<file path="config.mk">
export PLATFORM = sky130hd
export DESIGN_NAME = ils_scoreboard
export DESIGN_NICKNAME = d
export VERILOG_FILES = /design/src/ils_pkg.sv /design/src/ils_scoreboard.sv
export VERILOG_INCLUDE_DIRS = /design/src
export SDC_FILE = /design/constraint.sdc
export NUM_CORES = 1
export LEC_CHECK = 0
export ABC_AREA = 1
export BUFFER_PORTS_ARGS = -buffer_cell sky130_fd_sc_hd__buf_2
export CORE_AREA = 2 2 62 64
export DETAILED_ROUTE_END_ITERATION = 16
export DIE_AREA = 0 0 64 66
export PLACE_DENSITY_LB_ADDON = 0.05
export SETUP_SLACK_MARGIN = 0.5
export SYNTH_ARGS = -nofsm -noshare
export SYNTH_HDL_FRONTEND = slang
export SYNTH_SLANG_ARGS = --single-unit
</file>
<file path="constraint.sdc">
create_clock -name mclk -period 2.3 [get_ports mclk]
set_input_delay 0.46 -clock mclk [delete_from_list [all_inputs] [get_ports mclk]]
set_output_delay 0.46 -clock mclk [all_outputs]
set_load 0.02 [all_outputs]
</file>
<file path="src/ils_defines.svh">
`ifndef ILS_DEFINES_SVH
`define ILS_DEFINES_SVH
`define ILS_LAT_SIMPLE   5'h01
`define ILS_LAT_TRAP     5'h02
`define ILS_LAT_CR       5'h01
`define ILS_LAT_DIV      5'h13
`define ILS_LAT_MUL_MIN  5'h02
`define ILS_LAT_MUL_MAX  5'h06
`define ILS_LAT_MULI_MAX 5'h03
`define ILS_LAT_FDIVS    5'h11
`define ILS_LAT_FDIVD    5'h1F
`define ILS_LAT_FRES     5'h0A
`define ILS_LAT_FPSCR    5'h03
`define ILS_FP_STAGE1_SP 5'h01
`define ILS_FP_STAGE1_DP 5'h02
`define ILS_FP_STAGE_N   5'h01
`endif

</file>
<file path="src/ils_pkg.sv">
package ils_pkg;
  typedef enum logic [4:0] {
    ILS_CR_LOGIC, ILS_INT_SIMPLE, ILS_INT_CARRY, ILS_INT_TRAP, ILS_INT_MUL,
    ILS_INT_MULI, ILS_INT_DIV, ILS_FP_SIMPLE, ILS_FP_DBL_MUL, ILS_FP_STATUS_MOVE,
    ILS_FP_DIVS, ILS_FP_DIVD, ILS_FP_RECIP, ILS_FP_STATUS_WRITE,
    ILS_MEM_BARRIER, ILS_TLB_SYNC
  } ils_op_t;
  typedef enum logic [2:0] {
    ILS_UNIT_NONE, ILS_UNIT_SRU, ILS_UNIT_IA, ILS_UNIT_IB, ILS_UNIT_FP, ILS_UNIT_CB
  } ils_unit_t;
  typedef struct packed {
    logic    valid;
    ils_op_t op;
    logic [2:0] mul_lat;
  } ils_req_t;
  typedef struct packed {
    logic       valid;
    ils_unit_t  unit;
    logic [4:0] latency;
    logic       exec_serial;
    logic       finished;
  } ils_issue_t;
endpackage

</file>
<file path="src/ils_scoreboard.sv">
`timescale 1ns/100ps
`default_nettype none
`include "ils_defines.svh"
// Summary of operation
// - Barrier waits for queued stores drained
// - Barrier waits for bus broadcast success
// - TLB sync: completion buffer only, finished
// - TLB sync retires once sync input high
// - CR ops: system unit, 1 cycle, serialized
// - Integer unit A takes all integer ops
// - Integer unit B excludes multiply, divide
// - Divide 19 cycles, multiply 2 to 6
// - Simple 1, trap 2, carry ops serialized
// - Pipelined FP three stages, 1-1-1
// - Double multiply 2-1-1
// - Non-pipelined FP blocks; divides 17, 31
// - Reciprocal 10, status writes 3 cycles
module ils_scoreboard (
  input  wire logic           mclk,
  input  wire logic           resetn,
  input  wire ils_pkg::ils_req_t req,
  output logic                req_ready,
  output ils_pkg::ils_issue_t issue,
  output logic                result_ready,
  input  wire logic           retire_req,
  input  wire logic           store_queue_empty,
  input  wire logic           broadcast_enable,
  input  wire logic           broadcast_done,
  input  wire logic           tlb_invalidate_sync_in,
  output logic                retire_ok
);
  import ils_pkg::*;

  typedef enum {ST_IDLE, ST_BARRIER, ST_TLBS} ils_state_t;

  logic [4:0] busy_ia, busy_fp, result_cnt, next_lat;
  logic       bcast_seen;
  ils_unit_t  next_unit;
  logic       next_serial, ia_free, ib_free, fp_free, blocked;
  logic       use_ib;
  ils_state_t state;

  assign ia_free = (busy_ia == 5'h00);
  assign fp_free = (busy_fp == 5'h00);
  assign ib_free = 1'b1;

  always_comb begin
    next_unit   = ILS_UNIT_NONE;
    next_lat    = 5'h00;
    next_serial = 1'b0;
    use_ib      = !ia_free;
    case (req.op)
      ILS_CR_LOGIC: begin
        next_unit   = ILS_UNIT_SRU;
        next_lat    = `ILS_LAT_CR;
        next_serial = 1'b1;
      end
      ILS_INT_SIMPLE, ILS_INT_CARRY, ILS_INT_TRAP: begin
        next_unit   = use_ib ? ILS_UNIT_IB : ILS_UNIT_IA;
        next_lat    = (req.op == ILS_INT_TRAP) ? `ILS_LAT_TRAP : `ILS_LAT_SIMPLE;
        next_serial = (req.op == ILS_INT_CARRY);
      end
      ILS_INT_MUL: begin
        next_unit = ILS_UNIT_IA;
        next_lat  = (5'(req.mul_lat) < `ILS_LAT_MUL_MIN) ? `ILS_LAT_MUL_MIN :
                    (5'(req.mul_lat) > `ILS_LAT_MUL_MAX) ? `ILS_LAT_MUL_MAX :
                    5'(req.mul_lat);
      end
      ILS_INT_MULI: begin
        next_unit = ILS_UNIT_IA;
        next_lat  = (5'(req.mul_lat) >= `ILS_LAT_MULI_MAX) ? `ILS_LAT_MULI_MAX :
                    `ILS_LAT_MUL_MIN;
      end
      ILS_INT_DIV: begin
        next_unit = ILS_UNIT_IA;
        next_lat  = `ILS_LAT_DIV;
      end
      ILS_FP_SIMPLE, ILS_FP_STATUS_MOVE: begin
        next_unit   = ILS_UNIT_FP;
        next_lat    = `ILS_FP_STAGE1_SP + `ILS_FP_STAGE_N + `ILS_FP_STAGE_N;
        next_serial = (req.op == ILS_FP_STATUS_MOVE);
      end
      ILS_FP_DBL_MUL: begin
        next_unit = ILS_UNIT_FP;
        next_lat  = `ILS_FP_STAGE1_DP + `ILS_FP_STAGE_N + `ILS_FP_STAGE_N;
      end
      ILS_FP_DIVS: begin
        next_unit = ILS_UNIT_FP;
        next_lat  = `ILS_LAT_FDIVS;
      end
      ILS_FP_DIVD: begin
        next_unit = ILS_UNIT_FP;
        next_lat  = `ILS_LAT_FDIVD;
      end
      ILS_FP_RECIP: begin
        next_unit = ILS_UNIT_FP;
        next_lat  = `ILS_LAT_FRES;
      end
      ILS_FP_STATUS_WRITE: begin
        next_unit = ILS_UNIT_FP;
        next_lat  = `ILS_LAT_FPSCR;
      end
      ILS_MEM_BARRIER: begin
        next_unit = ILS_UNIT_SRU;
        next_lat  = 5'h01;
      end
      ILS_TLB_SYNC: begin
        next_unit = ILS_UNIT_CB;
        next_lat  = 5'h00;
      end
      default: begin
        next_unit = ILS_UNIT_NONE;
      end
    endcase
  end

  // Units that are still held busy refuse the request
  always_comb begin
    case (next_unit)
      ILS_UNIT_IA: blocked = !ia_free;
      ILS_UNIT_IB: blocked = !ib_free;
      ILS_UNIT_FP: blocked = !fp_free;
      default:     blocked = 1'b0;
    endcase
  end

  assign req_ready = !blocked && (result_cnt == 5'h00);

  // Divides and multiplies hold unit A for one cycle less than their latency
  always_ff @(posedge mclk or negedge resetn) begin
    if (!resetn) begin
      busy_ia <= 5'h00;
    end else if (req.valid && req_ready && next_unit == ILS_UNIT_IA) begin
      busy_ia <= next_lat - 5'h01;
    end else if (busy_ia != 5'h00) begin
      busy_ia <= busy_ia - 5'h01;
    end
  end

  // Non-pipelined ops hold the FPU; pipelined ones hold only stage one
  always_ff @(posedge mclk or negedge resetn) begin
    if (!resetn) begin
      busy_fp <= 5'h00;
    end else if (req.valid && req_ready && next_unit == ILS_UNIT_FP) begin
      case (req.op)
        ILS_FP_DIVS, ILS_FP_DIVD, ILS_FP_RECIP, ILS_FP_STATUS_WRITE:
          busy_fp <= next_lat - 5'h01;
        ILS_FP_DBL_MUL:
          busy_fp <= `ILS_FP_STAGE1_DP - 5'h01;
        default:
          busy_fp <= `ILS_FP_STAGE1_SP - 5'h01;
      endcase
    end else if (busy_fp != 5'h00) begin
      busy_fp <= busy_fp - 5'h01;
    end
  end

  // Dependents are released when the latency has elapsed
  always_ff @(posedge mclk or negedge resetn) begin
    if (!resetn) begin
      result_cnt   <= 5'h00;
      result_ready <= 1'b0;
    end else if (req.valid && req_ready && next_lat != 5'h00) begin
      result_cnt   <= next_lat;
      result_ready <= 1'b0;
    end else begin
      result_cnt   <= (result_cnt != 5'h00) ? result_cnt - 5'h01 : 5'h00;
      result_ready <= (result_cnt == 5'h01);
    end
  end

  always_ff @(posedge mclk or negedge resetn) begin
    if (!resetn) begin
      issue <= '0;
    end else begin
      issue.valid       <= req.valid && req_ready;
      issue.unit        <= next_unit;
      issue.latency     <= next_lat;
      issue.exec_serial <= next_serial;
      issue.finished    <= (req.op == ILS_TLB_SYNC);
    end
  end

  // Retirement of barrier and TLB sync
  always_ff @(posedge mclk or negedge resetn) begin
    if (!resetn) begin
      state <= ST_IDLE;
    end else begin
      case (state)
        ST_IDLE: begin
          if (req.valid && req_ready && req.op == ILS_MEM_BARRIER) begin
            state <= ST_BARRIER;
          end else if (req.valid && req_ready && req.op == ILS_TLB_SYNC) begin
            state <= ST_TLBS;
          end
        end
        ST_BARRIER: begin
          if (retire_ok) begin
            state <= ST_IDLE;
          end
        end
        ST_TLBS: begin
          if (retire_ok) begin
            state <= ST_IDLE;
          end
        end
        default: state <= ST_IDLE;
      endcase
    end
  end

  always_ff @(posedge mclk or negedge resetn) begin
    if (!resetn) begin
      bcast_seen <= 1'b0;
    end else if (state != ST_BARRIER) begin
      bcast_seen <= 1'b0;
    end else if (broadcast_done) begin
      bcast_seen <= 1'b1;
    end
  end

  always_comb begin
    case (state)
      ST_BARRIER: retire_ok = retire_req && store_queue_empty &&
                              (!broadcast_enable || bcast_seen || broadcast_done);
      ST_TLBS:    retire_ok = retire_req && tlb_invalidate_sync_in;
      default:    retire_ok = retire_req;
    endcase
  end
endmodule
`default_nettype wire

</file>
==> results of run 1 <==
-- kinds of logic after synthesis --
logic type,Yosys count,share of synthesized area
AO/OA/AOI/OAI,24,0.0737
adder cells (fa/ha/maj),9,0.0593
AND/OR/NAND/NOR,132,0.349
buffers and inverters,41,0.0862
flip-flops,30,0.395
XOR/XNOR,8,0.0369
-- report_power, final --
part           internal (mW)  switching, mW  total (mW)
combinational          0.714          0.714        1.43
sequential             0.690          0.118       0.808
clock                  0.148          0.178       0.326
total                   1.55           1.01        2.56
-- synthesized netlist by cell type, drive strengths merged (2+ instances only) --
master / instances
nor2: 36
a31oi: 2
inv: 40
nor3: 4
nand2: 55
xnor2: 3
a21oi: 7
ha: 9
xor2: 5
dfrtp: 30
or2: 2
nand4: 7
o21ai: 12
nand3: 26
-- registers in the layout, summed over array words and instances, names as in the netlist --
register / flops
issue: 11
bcast_seen: 1
busy_ia: 5
busy_fp: 5
state: 2
result_ready: 1
result_cnt: 5
-- final timing paths --
kind	startpoint	to	slack, ns	cells after the start
max in group asynchronous	resetn	state[0]$_DFFE_PN0P_	1.70	1
worst max register to register	result_cnt[0]$_DFF_PN0_	busy_fp[1]$_DFFE_PN0P_	0.43	13
min in group mclk	broadcast_done	bcast_seen$_DFFE_PN0P_	0.37	3
worst min register to register	bcast_seen$_DFFE_PN0P_	bcast_seen$_DFFE_PN0P_	0.50	2
worst min-delay path	resetn	busy_ia[4]$_DFFE_PN0P_	0.16	1
worst max-delay path	busy_ia[1]$_DFFE_PN0P_	req_ready	0.22	10
-- what timing repair did --
item / 4_1_cts / 5_1_grt
gates cloned: 0 / 0
endpoints found under the hold margin: 0 / 0
buffers inserted: 22 / 22
endpoints found under the setup margin: 19 / 19
pin swaps: 16 / 17
gates resized for setup: 41 / 47
-- worst max-delay path, delay by kind of cell (launching register included) --
family / cells / cell delay (ns)
flip-flops: 1 / 0.40
AND/OR/NAND/NOR: 5 / 0.39
buffers and inverters: 4 / 0.36
adder cells (fa/ha/maj): 1 / 0.14
-- layout by cell type, fill, tap and decap left out, types with 3 or more instances in the layout --
| cell type | instances |
|---|---|
| sky130_fd_sc_hd__nand3_4 | 3 |
| sky130_fd_sc_hd__nand2_4 | 3 |
| sky130_fd_sc_hd__nand2_2 | 9 |
| sky130_fd_sc_hd__a21oi_1 | 6 |
| sky130_fd_sc_hd__buf_4 | 44 |
| sky130_fd_sc_hd__inv_2 | 18 |
| sky130_fd_sc_hd__nand2_1 | 43 |
| sky130_fd_sc_hd__nand3_2 | 6 |
| sky130_fd_sc_hd__nand4_1 | 6 |
| sky130_fd_sc_hd__o21ai_2 | 3 |
| sky130_fd_sc_hd__nor2_4 | 15 |
| sky130_fd_sc_hd__dfrtp_1 | 30 |
| sky130_fd_sc_hd__clkbuf_4 | 6 |
| sky130_fd_sc_hd__buf_6 | 6 |
| sky130_fd_sc_hd__buf_2 | 23 |
| sky130_fd_sc_hd__inv_4 | 4 |
| sky130_fd_sc_hd__inv_1 | 18 |
| sky130_fd_sc_hd__xor2_1 | 4 |
| sky130_fd_sc_hd__nor2_1 | 16 |
| sky130_fd_sc_hd__ha_4 | 5 |
| sky130_fd_sc_hd__o21ai_0 | 5 |
| sky130_fd_sc_hd__nor2_2 | 5 |
| sky130_fd_sc_hd__xnor2_1 | 3 |
| sky130_fd_sc_hd__nor3_1 | 3 |
| sky130_fd_sc_hd__nand3_1 | 17 |
| sky130_fd_sc_hd__o21ai_1 | 4 |
-- through the flow --
step	hold slack [ns]	cell area [sq um]	cells
2_1_floorplan	0.164	1940	244
3_3_place_gp	0.456	2150	323
3_5_place_dp	0.460	2150	323
4_1_cts	0.167	2520	353
5_1_grt	0.205	2830	375
6_report	0.157	2830	375
-- metal layers --
layer,vias to the layer above,part of all wire,global-route usage,wire length [um]
met3,14,0.041,0.0494,211
li1,948,-,-,-
met1,887,0.41,0.281,2110
met2,56,0.52,0.421,2630
met5,-,0,0,0
met4,0,0.030,0.0815,153
-- final cells by class --
class | instances | area [sq um] | share of cell area
clock buffers | 7 | 55.1 | 0.0194
clock inverters | 1 | 5.00 | 0.00177
inverters | 40 | 160 | 0.0565
multi-input cells | 173 | 1250 | 0.440
flip-flops and latches | 30 | 751 | 0.265
well taps | 48 | 60.1 | 0.0212
repair buffers | 76 | 556 | 0.196
==> Implementation_results.wiki, run 1 <==
{| class="wikitable"
! Metric !! Value
|-
| Outcome || finished clean
|-
| Number of buffers inserted by port buffering || 29
|-
| Diodes inserted || 0
|-
| Area share of the largest cell type after synthesis || 0.395
|-
| Sum of negative setup slack || 0 ns
|-
| Synthesized Nets || ~270
|-
| Timing-limited maximum frequency || ~0.48 GHz
|-
| Total via count after detailed routing || approximately 1900
|-
| Most frequently used flop master after synthesis || sky130_fd_sc_hd__dfrtp_1
|-
| Post-route clock period utilization || 0.903
|-
| # H-tree levels || 2
|-
| Cell count after synthesis || about 240
|-
| Die boundary width || 64 um
|-
| Worst EP arrival || between 1.5 and 2 ns
|-
| Required time of the critical path || ~1.8 ns
|-
| Count of filler cells inserted in the layout || 249
|-
| Nets || ~350
|-
| Number of ports placed on the die boundary || 30
|-
| Clock tree root buffer cell || sky130_fd_sc_hd__clkbuf_4
|-
| Worst clock skew || about 0.014 ns
|-
| Share of synthesized registers carrying an async set or reset || 1.00
|-
| Starting utilization of the core area || 0.535
|-
| Clock insertion delay at the later pin of the skew report || between 0.3 and 0.4 ns
|-
| Cell area after technology mapping || roughly 1900 sq um
|-
| Number of global-route vias before repair || approximately 1800
|-
| Routed via count divided by cell count || 5.08
|-
| TritonCTS clock tree || built
|-
| Number of enable-type register cells in the synthesized netlist || 0
|-
| Area of the core region || approximately 3600 sq um
|-
| Detailed router's first-iteration violation count || 92
|-
| Synth area leader || sky130_fd_sc_hd__dfrtp_1
|-
| Area added between synthesis and finish || 49.1%
|-
| Number of hold buffers added after cts || 0
|-
| Number of CTS-inserted buffers || 5
|-
| DR WL/cell || around 14 um
|-
| Clock Path Buffers || 2
|-
| #FFs+latches synth || 30
|-
| Slowest cell on crit path || sky130_fd_sc_hd__dfrtp_1
|-
| Final min period || approximately 2.1 ns
|-
| Netlist cell types || 30
|-
| Detailed placer's ending HPWL || around 3.1 mm
|-
| Type of destination of the critical path || output pin
|-
| Max_slew headroom || 0.551
|-
| Final Core Density || 0.798
|-
| Max rail drop VDD || approximately 540 uV
|-
| Cell Rows || 22
|-
| Number of antenna violations at the first check in global routing || 0
|-
| Fraction of layout cells with a size suffix above 1 || 0.502
|-
| Post-route worst setup slack || 0.223 ns
|-
| Remaining DRCs || 0
|-
| Share of synthesized area occupied by flip-flops and latches || 0.395
|-
| Power, Total || between 2 and 3 mW
|-
| Num Clock Sinks || 30
|-
| Largest stage delay on the critical path || about 0.4 ns
|-
| Type of element launching the critical path || flop
|-
| Synthesized area per cell || around 7.8 sq um
|-
| Synth warn || 0
|-
| GR Overflow Total || 0
|-
| Most frequent cell on the critical path || sky130_fd_sc_hd__nor2_4
|-
| Area enclosed by the die boundary || 4220 sq um
|-
| Class of the most critical hold timing path || in2async
|-
| Transition time of the tightest slew-check pin || roughly 0.67 ns
|-
| Total leakage power || approximately 1.5 nW
|-
| Category of the critical setup timing path || reg2out
|-
| RePlAce Congestion || 0.841
|-
| Worst setup timing slack at the placement stage || 0.106 ns
|-
| Count of max-cap constraint violations || 0
|-
| Sequence of cells on the critical path || inv_2 > ha_4 > nand3_4 > inv_4 > nor2_4 > nor2_4 > nand3_4 > inv_2 > nor2_4 > buf_6
|-
| Detailed-routing iteration count for the pre-antenna-repair pass || 4
|-
| Slew Viols, Final || 0
|-
| Biggest fanout along the worst timing path || 2
|-
| Pwr Density || between 900 and 1000 nW/um^2
|-
| Vertical extent of the die || between 60 and 70 um
|-
| RSZ-0062 raised after global routing || yes
|-
| Number of nets still failing antenna checks after routing || 0
|-
| Register clock-pin slew on the reported worst setup and hold paths || around 0.1 ns
|-
| Pin count of the biggest net entering global routing || 31
|-
| Total global-route track usage || 0.236
|-
| Wire length of the first global-routing pass || 7.72 mm
|-
| Count of endpoints failing setup in the final report || 0
|-
| Ranking of synthesized cells by area || sky130_fd_sc_hd__dfrtp_1 (39%), sky130_fd_sc_hd__nand2_1 (10%), sky130_fd_sc_hd__inv_1 (7.1%)
|-
| Routed wire length || slightly above 5 mm
|-
| Total count of hold-check failures in the final report || 0
|}
No activity file was read; power rests on OpenSTA's default activity.
==> run 2: changes to the inputs <==
ABC_AREA = default   (was 1)
CORE_AREA = 2 2 60 62   (was 2 2 62 64)
DIE_AREA = 0 0 62 64   (was 0 0 64 66)
==> Implementation_results.wiki, run 2 <==
{| class="wikitable"
! Metric !! Value
|-
| Transition time of the tightest slew-check pin || 0.693 ns (was 0.674 ns)
|-
| DR WL/cell || 15.2 um (was 13.6 um)
|-
| Path depth of the worst reg2reg path || 10 (was 13)
|-
| Crit. path cell count || 7 (was 10)
|-
| Area of the core region || 3280 sq um (was 3550 sq um)
|-
| Synth warn || 0 (unchanged)
|-
| Num Clock Sinks || 30 (unchanged)
|-
| Slowest cell on crit path || sky130_fd_sc_hd__dfrtp_1 (unchanged)
|-
| Total leakage power || 1.20 nW (was 1.46 nW)
|-
| Synthesized Nets || 210 (was 269)
|-
| Fraction of layout cells with a size suffix above 1 || 0.472 (was 0.502)
|-
| Fraction of power spent switching nets || 0.365 (was 0.394)
|-
| Remaining DRCs || 0 (unchanged)
|-
| Routed length on met3 || 235 um (was 211 um)
|-
| Source of the critical timing path || busy_fp[1]$_DFFE_PN0P_ (was busy_ia[1]$_DFFE_PN0P_)
|-
| Combinational cell fraction of total power || 0.516 (was 0.558)
|-
| Final Core Density || 0.774 (was 0.798)
|-
| Number of enable-type register cells in the synthesized netlist || 0 (unchanged)
|-
| Commonest non-fill, non-tap cell in the layout || sky130_fd_sc_hd__dfrtp_1 (was sky130_fd_sc_hd__buf_4)
|-
| Bufs and invs on worst path || 2 (was 4)
|-
| Number of nets still failing antenna checks after routing || 0 (unchanged)
|-
| RSZ-0062 raised after global routing || yes (unchanged)
|-
| Required time of the critical path || 1.84 ns (about the same)
|-
| Number of buffers inserted by port buffering || 29 (unchanged)
|-
| Area share of the largest cell type after synthesis || 0.422 (was 0.395)
|-
| Category of the critical setup timing path || reg2out (unchanged)
|-
| Count of endpoints failing setup in the final report || 0 (unchanged)
|-
| Number of CTS-inserted buffers || 5 (unchanged)
|-
| Sum of negative setup slack || 0 ns (unchanged)
|-
| Wire length of the first global-routing pass || 6.97 mm (was 7.72 mm)
|-
| DR top layer || met4 (unchanged)
|-
| Type of destination of the critical path || output pin (unchanged)
|-
| Post-route clock period utilization || 0.991 (was 0.903)
|-
| Commonest non-fill, non-tap cells in the layout || sky130_fd_sc_hd__dfrtp_1 (30), sky130_fd_sc_hd__buf_4 (28), sky130_fd_sc_hd__buf_2 (25), sky130_fd_sc_hd__nor2_1 (13) (was sky130_fd_sc_hd__buf_4 (44), sky130_fd_sc_hd__nand2_1 (43), sky130_fd_sc_hd__dfrtp_1 (30), sky130_fd_sc_hd__buf_2 (23))
|-
| Biggest fanout along the worst timing path || 2 (unchanged)
|-
| Vertical extent of the die || 64 um (was 66 um)
|-
| Clock tree root buffer cell || sky130_fd_sc_hd__clkbuf_4 (unchanged)
|-
| Total count of hold-check failures in the final report || 0 (unchanged)
|-
| Routed met1 length || 1.84 mm (was 2.11 mm)
|-
| Largest delay share family, worst path || simple AND/OR/NAND/NOR gates (was flip-flops)
|-
| Final cell count without fillers || 298 (was 375)
|-
| Area enclosed by the die boundary || 3970 sq um (was 4220 sq um)
|-
| Count of filler cells inserted in the layout || 221 (was 249)
|-
| Cell Rows || 21 (was 22)
|-
| Cell total after placement || 266 (was 323)
|-
| Final min period || 2.28 ns (was 2.08 ns)
|-
| Worst setup slack for register-to-register paths || 0.32 ns (was 0.43 ns)
|-
| Total area of multi-input combinational cells || 1130 sq um (was 1250 sq um)
|-
| Detailed router's first-iteration violation count || 116 (was 92)
|-
| Synth area leader || sky130_fd_sc_hd__dfrtp_1 (unchanged)
|-
| Max_slew headroom || 0.533 (was 0.551)
|-
| Number of antenna violations at the first check in global routing || 0 (unchanged)
|-
| Type of element launching the critical path || flop (unchanged)
|-
| Pwr Density || 1010 nW/um^2 (was 904 nW/um^2)
|-
| Clock insertion delay at the later pin of the skew report || 0.34 ns (was 0.33 ns)
|-
| Share of synthesized registers carrying an async set or reset || 1.00 (unchanged)
|-
| Routed wire length || 4.54 mm (was 5.11 mm)
|-
| #FFs+latches synth || 30 (unchanged)
|-
| Class of the most critical hold timing path || in2async (unchanged)
|-
| Routed via count divided by cell count || 5.57 (was 5.08)
|-
| Ranking of synthesized cells by area || sky130_fd_sc_hd__dfrtp_1 (42%), sky130_fd_sc_hd__ha_1 (6.3%), sky130_fd_sc_hd__o21ai_0 (4.5%) (was sky130_fd_sc_hd__dfrtp_1 (39%), sky130_fd_sc_hd__nand2_1 (10%), sky130_fd_sc_hd__inv_1 (7.1%))
|-
| # H-tree levels || 2 (unchanged)
|-
| Synthesized area per cell || 9.61 sq um (was 7.79 sq um)
|-
| Number of ports placed on the die boundary || 30 (unchanged)
|-
| Slew Viols, Final || 0 (unchanged)
|-
| Endpoint of the most critical register-to-register path || busy_fp[2]$_DFFE_PN0P_ (was busy_fp[1]$_DFFE_PN0P_)
|-
| Diodes inserted || 0 (unchanged)
|-
| Largest register FFs || 11 (unchanged)
|-
| Placed standard-cell area || 2080 sq um (was 2150 sq um)
|-
| Reg2reg start || busy_ia[0]$_DFFE_PN0P_ (was result_cnt[0]$_DFF_PN0_)
|-
| Register area || 751 sq um (unchanged)
|-
| Nets || 276 (was 351)
|-
| Total global-route track usage || 0.236 (about the same)
|-
| Share of synthesized area occupied by flip-flops and latches || 0.422 (was 0.395)
|-
| Total via count after detailed routing || 1660 (was 1905)
|-
| Outcome || finished clean (unchanged)
|-
| Cell area after technology mapping || 1780 sq um (was 1900 sq um)
|-
| Routed wl met2 || 2.36 mm (was 2.63 mm)
|-
| Register clock-pin slew on the reported worst setup and hold paths || 0.10 ns (about the same)
|-
| Timing-limited maximum frequency || 0.439 GHz (was 0.482 GHz)
|-
| Number of global-route vias before repair || 1569 (was 1779)
|-
| Worst EP arrival || 1.82 ns (was 1.62 ns)
|-
| Max rail drop VDD || 416 uV (was 539 uV)
|-
| Register with the highest flop count || issue (unchanged)
|-
| Critical path endpoint || req_ready (unchanged)
|-
| Area added between synthesis and finish || 43.1% (was 49.1%)
|-
| TritonCTS clock tree || built (unchanged)
|-
| Starting utilization of the core area || 0.541 (was 0.535)
|-
| Clock Path Buffers || 2 (unchanged)
|-
| Worst clock skew || 0.0145 ns (was 0.0140 ns)
|-
| Switching power || 943 uW (was 1.01 mW)
|-
| Netlist cell types || 45 (was 30)
|-
| GR Overflow Total || 0 (unchanged)
|-
| Synth cell count leaders || sky130_fd_sc_hd__dfrtp_1 (30), sky130_fd_sc_hd__nor2_1 (18), sky130_fd_sc_hd__inv_1 (16), sky130_fd_sc_hd__o21ai_0 (16), sky130_fd_sc_hd__nand2_1 (11) (was sky130_fd_sc_hd__nand2_1 (51), sky130_fd_sc_hd__inv_1 (36), sky130_fd_sc_hd__dfrtp_1 (30))
|-
| Count of max-cap constraint violations || 0 (unchanged)
|-
| Sequence of cells on the critical path || inv_2 > ha_4 > or3b_4 > nor2_4 > nor2_2 > nor2_2 > buf_6 (was inv_2 > ha_4 > nand3_4 > inv_4 > nor2_4 > nor2_4 > nand3_4 > inv_2 > nor2_4 > buf_6)
|-
| Detailed-routing iteration count for the pre-antenna-repair pass || 4 (unchanged)
|-
| RePlAce Congestion || 0.875 (was 0.841)
|-
| Final instance area || 2540 sq um (was 2830 sq um)
|-
| Largest stage delay on the critical path || 0.41 ns (was 0.40 ns)
|-
| Die boundary width || 62 um (was 64 um)
|-
| Internal power consumption || 1.64 mW (was 1.55 mW)
|-
| Most instantiated library cell after synthesis || sky130_fd_sc_hd__dfrtp_1 (was sky130_fd_sc_hd__nand2_1)
|-
| Cell count after synthesis || 185 (was 244)
|-
| Share of power burned in the clock network || 0.166 (was 0.127)
|-
| Worst hold margin || 0.125 ns (was 0.157 ns)
|-
| Most frequent cell on the critical path || sky130_fd_sc_hd__nor2_2 (was sky130_fd_sc_hd__nor2_4)
|-
| Pin count of the biggest net entering global routing || 31 (unchanged)
|-
| Detailed placer's ending HPWL || 2.84 mm (was 3.11 mm)
|-
| Most frequently used flop master after synthesis || sky130_fd_sc_hd__dfrtp_1 (unchanged)
|-
| Share of total power in sequential cells || 0.319 (was 0.315)
|}
run 2: cell count changes in the layout (fill, tap and decap cells not counted), sizes merged, moves of 4 or more:
cell / previous run / this run
nand4: 7 / 1
o21ai: 12 / 16
buf: 75 / 63
nor2b: 0 / 4
nand2: 55 / 11
nor2: 36 / 18
inv: 40 / 16
nand3: 26 / 6
run 2: worst min-delay path by stage:
stage / to / start / depth (start not counted)
2_1_floorplan: bcast_seen$_DFFE_PN0P_ / resetn / 0
3_3_place_gp: bcast_seen$_DFFE_PN0P_ / bcast_seen$_DFFE_PN0P_ / 2
3_5_place_dp: bcast_seen$_DFFE_PN0P_ / bcast_seen$_DFFE_PN0P_ / 2
4_1_cts: issue[8]$_DFF_PN0_ / resetn / 1
5_1_grt: issue[8]$_DFF_PN0_ / resetn / 1
6_report: result_cnt[1]$_DFF_PN0_ / resetn / 1
run 2: stage by stage:
stage | power (mW) | setup WS, ns
global placement | 1.63 | 0.0875
detailed placement | 1.65 | 0.0142
finish | 2.58 | 0.0214
CTS | 2.34 | 0.0512
floorplan | 1.43 | 0.190
global route | 2.74 | -0.0315
run 2: metal layers:
| metal | global-route usage | vias up |
|---|---|---|
| met5 | 0 | - |
| li1 | - | 784 |
| met4 | 0.0878 | 0 |
| met3 | 0.0749 | 12 |
| met1 | 0.283 | 809 |
| met2 | 0.383 | 55 |
run 2: what timing repair did:
action | 4_1_cts | 5_1_grt
setup endpoints to repair | 14 | 20
buffers inserted | 18 | 6
pin swaps | 12 | 14
hold buffers | 0 | 0
hold endpoints to repair | 0 | 0
resized for setup | 28 | 32
run 2: logic make-up (layout without fill, tap and decap cells):
logic type / Yosys count / in the layout / share of synthesized area
and+or+nand+nor: 64 / 64 / 0.198
muxes: 3 / 3 / 0.0176
adders and majority gates: 9 / 9 / 0.0633
AOI/OAI and AO/OA: 47 / 47 / 0.201
DFF: 30 / 30 / 0.422
xor gates and xnor gates: 10 / 10 / 0.0493
buffers and inverters: 22 / 89 / 0.0479
run 2: layout make-up:
| cell class | count | share of cell area |
|---|---|---|
| Clock buffer | 5 | 0.0148 |
| Clock inverter | 3 | 0.0157 |
| Inverter | 16 | 0.0236 |
| Multi-Input combinational cell | 133 | 0.446 |
| Sequential cell | 30 | 0.295 |
| Tap cell | 46 | 0.0226 |
| Timing Repair Buffer | 65 | 0.182 |
run 2: power by group through the flow:
stage	registers, mW	clock network, mW	logic [mW]
5_1_grt	0.839	0.450	1.45
3_3_place_gp	0.824	0	0.810
3_5_place_dp	0.829	0	0.824
6_report	0.822	0.428	1.33
4_1_cts	0.808	0.426	1.10
2_1_floorplan	0.829	0	0.600
==> run 3: changes to the inputs <==
--- a/config.mk
+++ b/config.mk
@@ -9,2 +9,3 @@
 export BUFFER_PORTS_ARGS = -buffer_cell sky130_fd_sc_hd__buf_2
+export CAP_MARGIN = 10
 export CORE_AREA = 2 2 60 62
@@ -13,2 +14,3 @@
 export PLACE_DENSITY_LB_ADDON = 0.05
+export REMOVE_ABC_BUFFERS = 1
 export SETUP_SLACK_MARGIN = 0.5
--- a/constraint.sdc
+++ b/constraint.sdc
@@ -3,2 +3,2 @@
 set_output_delay 0.46 -clock mclk [all_outputs]
-set_load 0.02 [all_outputs]
+set_load 0.05 [all_outputs]
==> Implementation_results.wiki, run 3 (synthesized netlist as in run 2, its figures left out) <==
{| class="wikitable"
! Metric !! Value
|-
| Total count of hold-check failures in the final report || 0 (unchanged)
|-
| Area of the core region || 3280 sq um (unchanged)
|-
| Clock tree root buffer cell || sky130_fd_sc_hd__clkbuf_4 (unchanged)
|-
| Worst hold margin || 0.150 ns (was 0.125 ns)
|-
| Vertical extent of the die || 64 um (unchanged)
|-
| Biggest fanout along the worst timing path || 2 (unchanged)
|-
| Area enclosed by the die boundary || 3970 sq um (unchanged)
|-
| Worst EP arrival || 1.89 ns (was 1.82 ns)
|-
| Share of total power in sequential cells || 0.320 (was 0.319)
|-
| Cell Rows || 21 (unchanged)
|-
| Number of nets still failing antenna checks after routing || 0 (unchanged)
|-
| Combinational cell fraction of total power || 0.569 (was 0.516)
|-
| Routed via count divided by cell count || 5.42 (was 5.57)
|-
| Final min period || 2.35 ns (was 2.28 ns)
|-
| Pwr Density || 993 nW/um^2 (was 1010 nW/um^2)
|-
| Number of global-route vias before repair || 1528 (was 1569)
|-
| Commonest non-fill, non-tap cells in the layout || sky130_fd_sc_hd__buf_4 (39), sky130_fd_sc_hd__dfrtp_1 (29), sky130_fd_sc_hd__buf_2 (26), sky130_fd_sc_hd__nor2_1 (15), sky130_fd_sc_hd__buf_6 (11) (was sky130_fd_sc_hd__dfrtp_1 (30), sky130_fd_sc_hd__buf_4 (28), sky130_fd_sc_hd__buf_2 (25), sky130_fd_sc_hd__nor2_1 (13))
|-
| Detailed placer's ending HPWL || 2.87 mm (was 2.84 mm)
|-
| Max_slew headroom || 0.553 (was 0.533)
|-
| Clock insertion delay at the later pin of the skew report || 0.34 ns (about the same)
|-
| Most frequent cell on the critical path || sky130_fd_sc_hd__nor2_1 (was sky130_fd_sc_hd__nor2_2)
|-
| Max rail drop VDD || 427 uV (was 416 uV)
|-
| Transition time of the tightest slew-check pin || 0.671 ns (was 0.693 ns)
|-
| RSZ-0062 raised after global routing || yes (unchanged)
|-
| Violations in the final reports || setup timing
|-
| Sum of negative setup slack || -0.0540 ns (was 0 ns)
|-
| Slew Viols, Final || 0 (unchanged)
|-
| Required time of the critical path || 1.84 ns (about the same)
|-
| Starting utilization of the core area || 0.541 (unchanged)
|-
| RePlAce Congestion || 0.883 (was 0.875)
|-
| Bufs and invs on worst path || 2 (unchanged)
|-
| Total via count after detailed routing || 1674 (was 1660)
|-
| Slowest cell on crit path || sky130_fd_sc_hd__dfrtp_1 (unchanged)
|-
| Remaining DRCs || 0 (unchanged)
|-
| Number of buffers inserted by port buffering || 29 (unchanged)
|-
| Pin count of the biggest net entering global routing || 31 (unchanged)
|-
| Largest stage delay on the critical path || 0.41 ns (about the same)
|-
| DR WL/cell || 15.4 um (was 15.2 um)
|-
| Post-route worst setup slack || -0.0540 ns (was 0.0214 ns)
|-
| Type of destination of the critical path || output pin (unchanged)
|-
| Number of antenna violations at the first check in global routing || 0 (unchanged)
|-
| Total global-route track usage || 0.237 (was 0.236)
|-
| Detailed router's first-iteration violation count || 87 (was 116)
|-
| Nets || 288 (was 276)
|-
| Fraction of power spent switching nets || 0.398 (was 0.365)
|-
| Worst clock skew || 0.0119 ns (was 0.0145 ns)
|-
| Post-route clock period utilization || 1.02 (was 0.991)
|-
| Count of endpoints failing setup in the final report || 1 (was 0)
|-
| Total leakage power || 1.25 nW (was 1.20 nW)
|-
| Num Clock Sinks || 30 (unchanged)
|-
| Timing-limited maximum frequency || 0.425 GHz (was 0.439 GHz)
|-
| Internal power consumption || 1.56 mW (was 1.64 mW)
|-
| Count of max-cap constraint violations || 0 (unchanged)
|-
| Number of ports placed on the die boundary || 30 (unchanged)
|-
| Outcome || complete, but fails checks (was finished clean)
|-
| # H-tree levels || 2 (unchanged)
|-
| Register clock-pin slew on the reported worst setup and hold paths || 0.10 ns (about the same)
|-
| Largest register FFs || 11 (unchanged)
|-
| Sequence of cells on the critical path || inv_2 > ha_4 > or3b_4 > nor2_4 > nor2_1 > nor2_1 > buf_6 (was inv_2 > ha_4 > or3b_4 > nor2_4 > nor2_2 > nor2_2 > buf_6)
|-
| Switching power || 1.03 mW (was 943 uW)
|-
| Diodes inserted || 0 (unchanged)
|-
| Worst setup timing slack at the placement stage || 0.00818 ns (was 0.0142 ns)
|-
| Area added between synthesis and finish || 46.9% (was 43.1%)
|-
| Category of the critical setup timing path || reg2out (unchanged)
|-
| Register with the highest flop count || issue (unchanged)
|-
| TritonCTS clock tree || built (unchanged)
|-
| Power, Total || 2.59 mW (was 2.58 mW)
|-
| Largest delay share family, worst path || simple AND/OR/NAND/NOR gates (unchanged)
|-
| Detailed-routing iteration count for the pre-antenna-repair pass || 4 (unchanged)
|-
| GR Overflow Total || 0 (unchanged)
|-
| Number of CTS-inserted buffers || 5 (unchanged)
|-
| Count of filler cells inserted in the layout || 205 (was 221)
|-
| Commonest non-fill, non-tap cell in the layout || sky130_fd_sc_hd__buf_4 (was sky130_fd_sc_hd__dfrtp_1)
|-
| Die boundary width || 62 um (unchanged)
|-
| Routed wire length || 4.75 mm (was 4.54 mm)
|-
| Type of element launching the critical path || flop (unchanged)
|-
| Fraction of layout cells with a size suffix above 1 || 0.494 (was 0.472)
|-
| Share of power burned in the clock network || 0.112 (was 0.166)
|-
| Class of the most critical hold timing path || in2async (unchanged)
|-
| Wire length of the first global-routing pass || 6.98 mm (was 6.97 mm)
|-
| Clock Path Buffers || 2 (unchanged)
|}
[run 3: changes by cell type in the layout (fill, tap and decap cells not counted), moves of 2 or more]
cell,delta
sky130_fd_sc_hd__o21ai_1,+2
sky130_fd_sc_hd__nor2_2,-2
sky130_fd_sc_hd__nand3_1,-2
sky130_fd_sc_hd__nor2_1,+2
sky130_fd_sc_hd__buf_4,+11
sky130_fd_sc_hd__o21ai_0,-3
[run 3: path summary, 6_finish.rpt]
path / from / endpoint / slack, ns / depth (start not counted)
setup / recovery: busy_fp[0]$_DFFE_PN0P_ / req_ready / -0.05 / 7
min in group mclk: broadcast_done / bcast_seen$_DFFE_PN0P_ / 0.40 / 3
hold reg to reg: bcast_seen$_DFFE_PN0P_ / bcast_seen$_DFFE_PN0P_ / 0.53 / 2
max in group asynchronous: resetn / state[0]$_DFFE_PN0P_ / 1.66 / 1
hold / removal: resetn / busy_ia[0]$_DFFE_PN0P_ / 0.15 / 1
setup reg to reg: result_cnt[1]$_DFF_PN0_ / busy_fp[2]$_DFFE_PN0P_ / 0.29 / 10
[run 3: final cells by class]
type,count,area (sq um),area share
Timing Repair Buffer,77,554,0.212
Tap cell,46,57.6,0.0220
Sequential cell,30,752,0.288
Clock buffer,5,37.5,0.0144
Inverter,16,60.1,0.0230
Multi-Input combinational cell,133,1140,0.437
Clock inverter,2,10.0,0.00383
[run 3: metrics by stage]
stage / std cells / area (sq um) / utilization
6_report: 309 / 2610 / 0.795
3_3_place_gp: 270 / 2080 / 0.632
2_1_floorplan: 179 / 1750 / -
5_1_grt: 309 / 2610 / 0.795
3_5_place_dp: 270 / 2080 / 0.632
4_1_cts: 295 / 2350 / 0.717
[run 3: layer usage]
metal,vias up,share of wire,track usage
li1,807,-,-
met1,806,0.42,0.299
met2,51,0.52,0.396
met3,10,0.042,0.0567
met4,0,0.021,0.0638
met5,-,0,0
[run 3: power groups by stage]
stage               clock network [mW]  logic, mW  registers, mW
CTS                              0.294       1.16          0.800
finish                           0.290       1.47          0.829
floorplan                            0      0.576          0.860
global route                     0.324       1.60          0.847
global placement                     0      0.842          0.807
detailed placement                   0      0.873          0.817
[run 3: what timing repair did]
item / CTS / global route
buffers inserted: 18 / 14
pin swaps: 11 / 21
hold buffers: 0 / 0
setup endpoints to repair: 15 / 20
gates resized for setup: 28 / 43
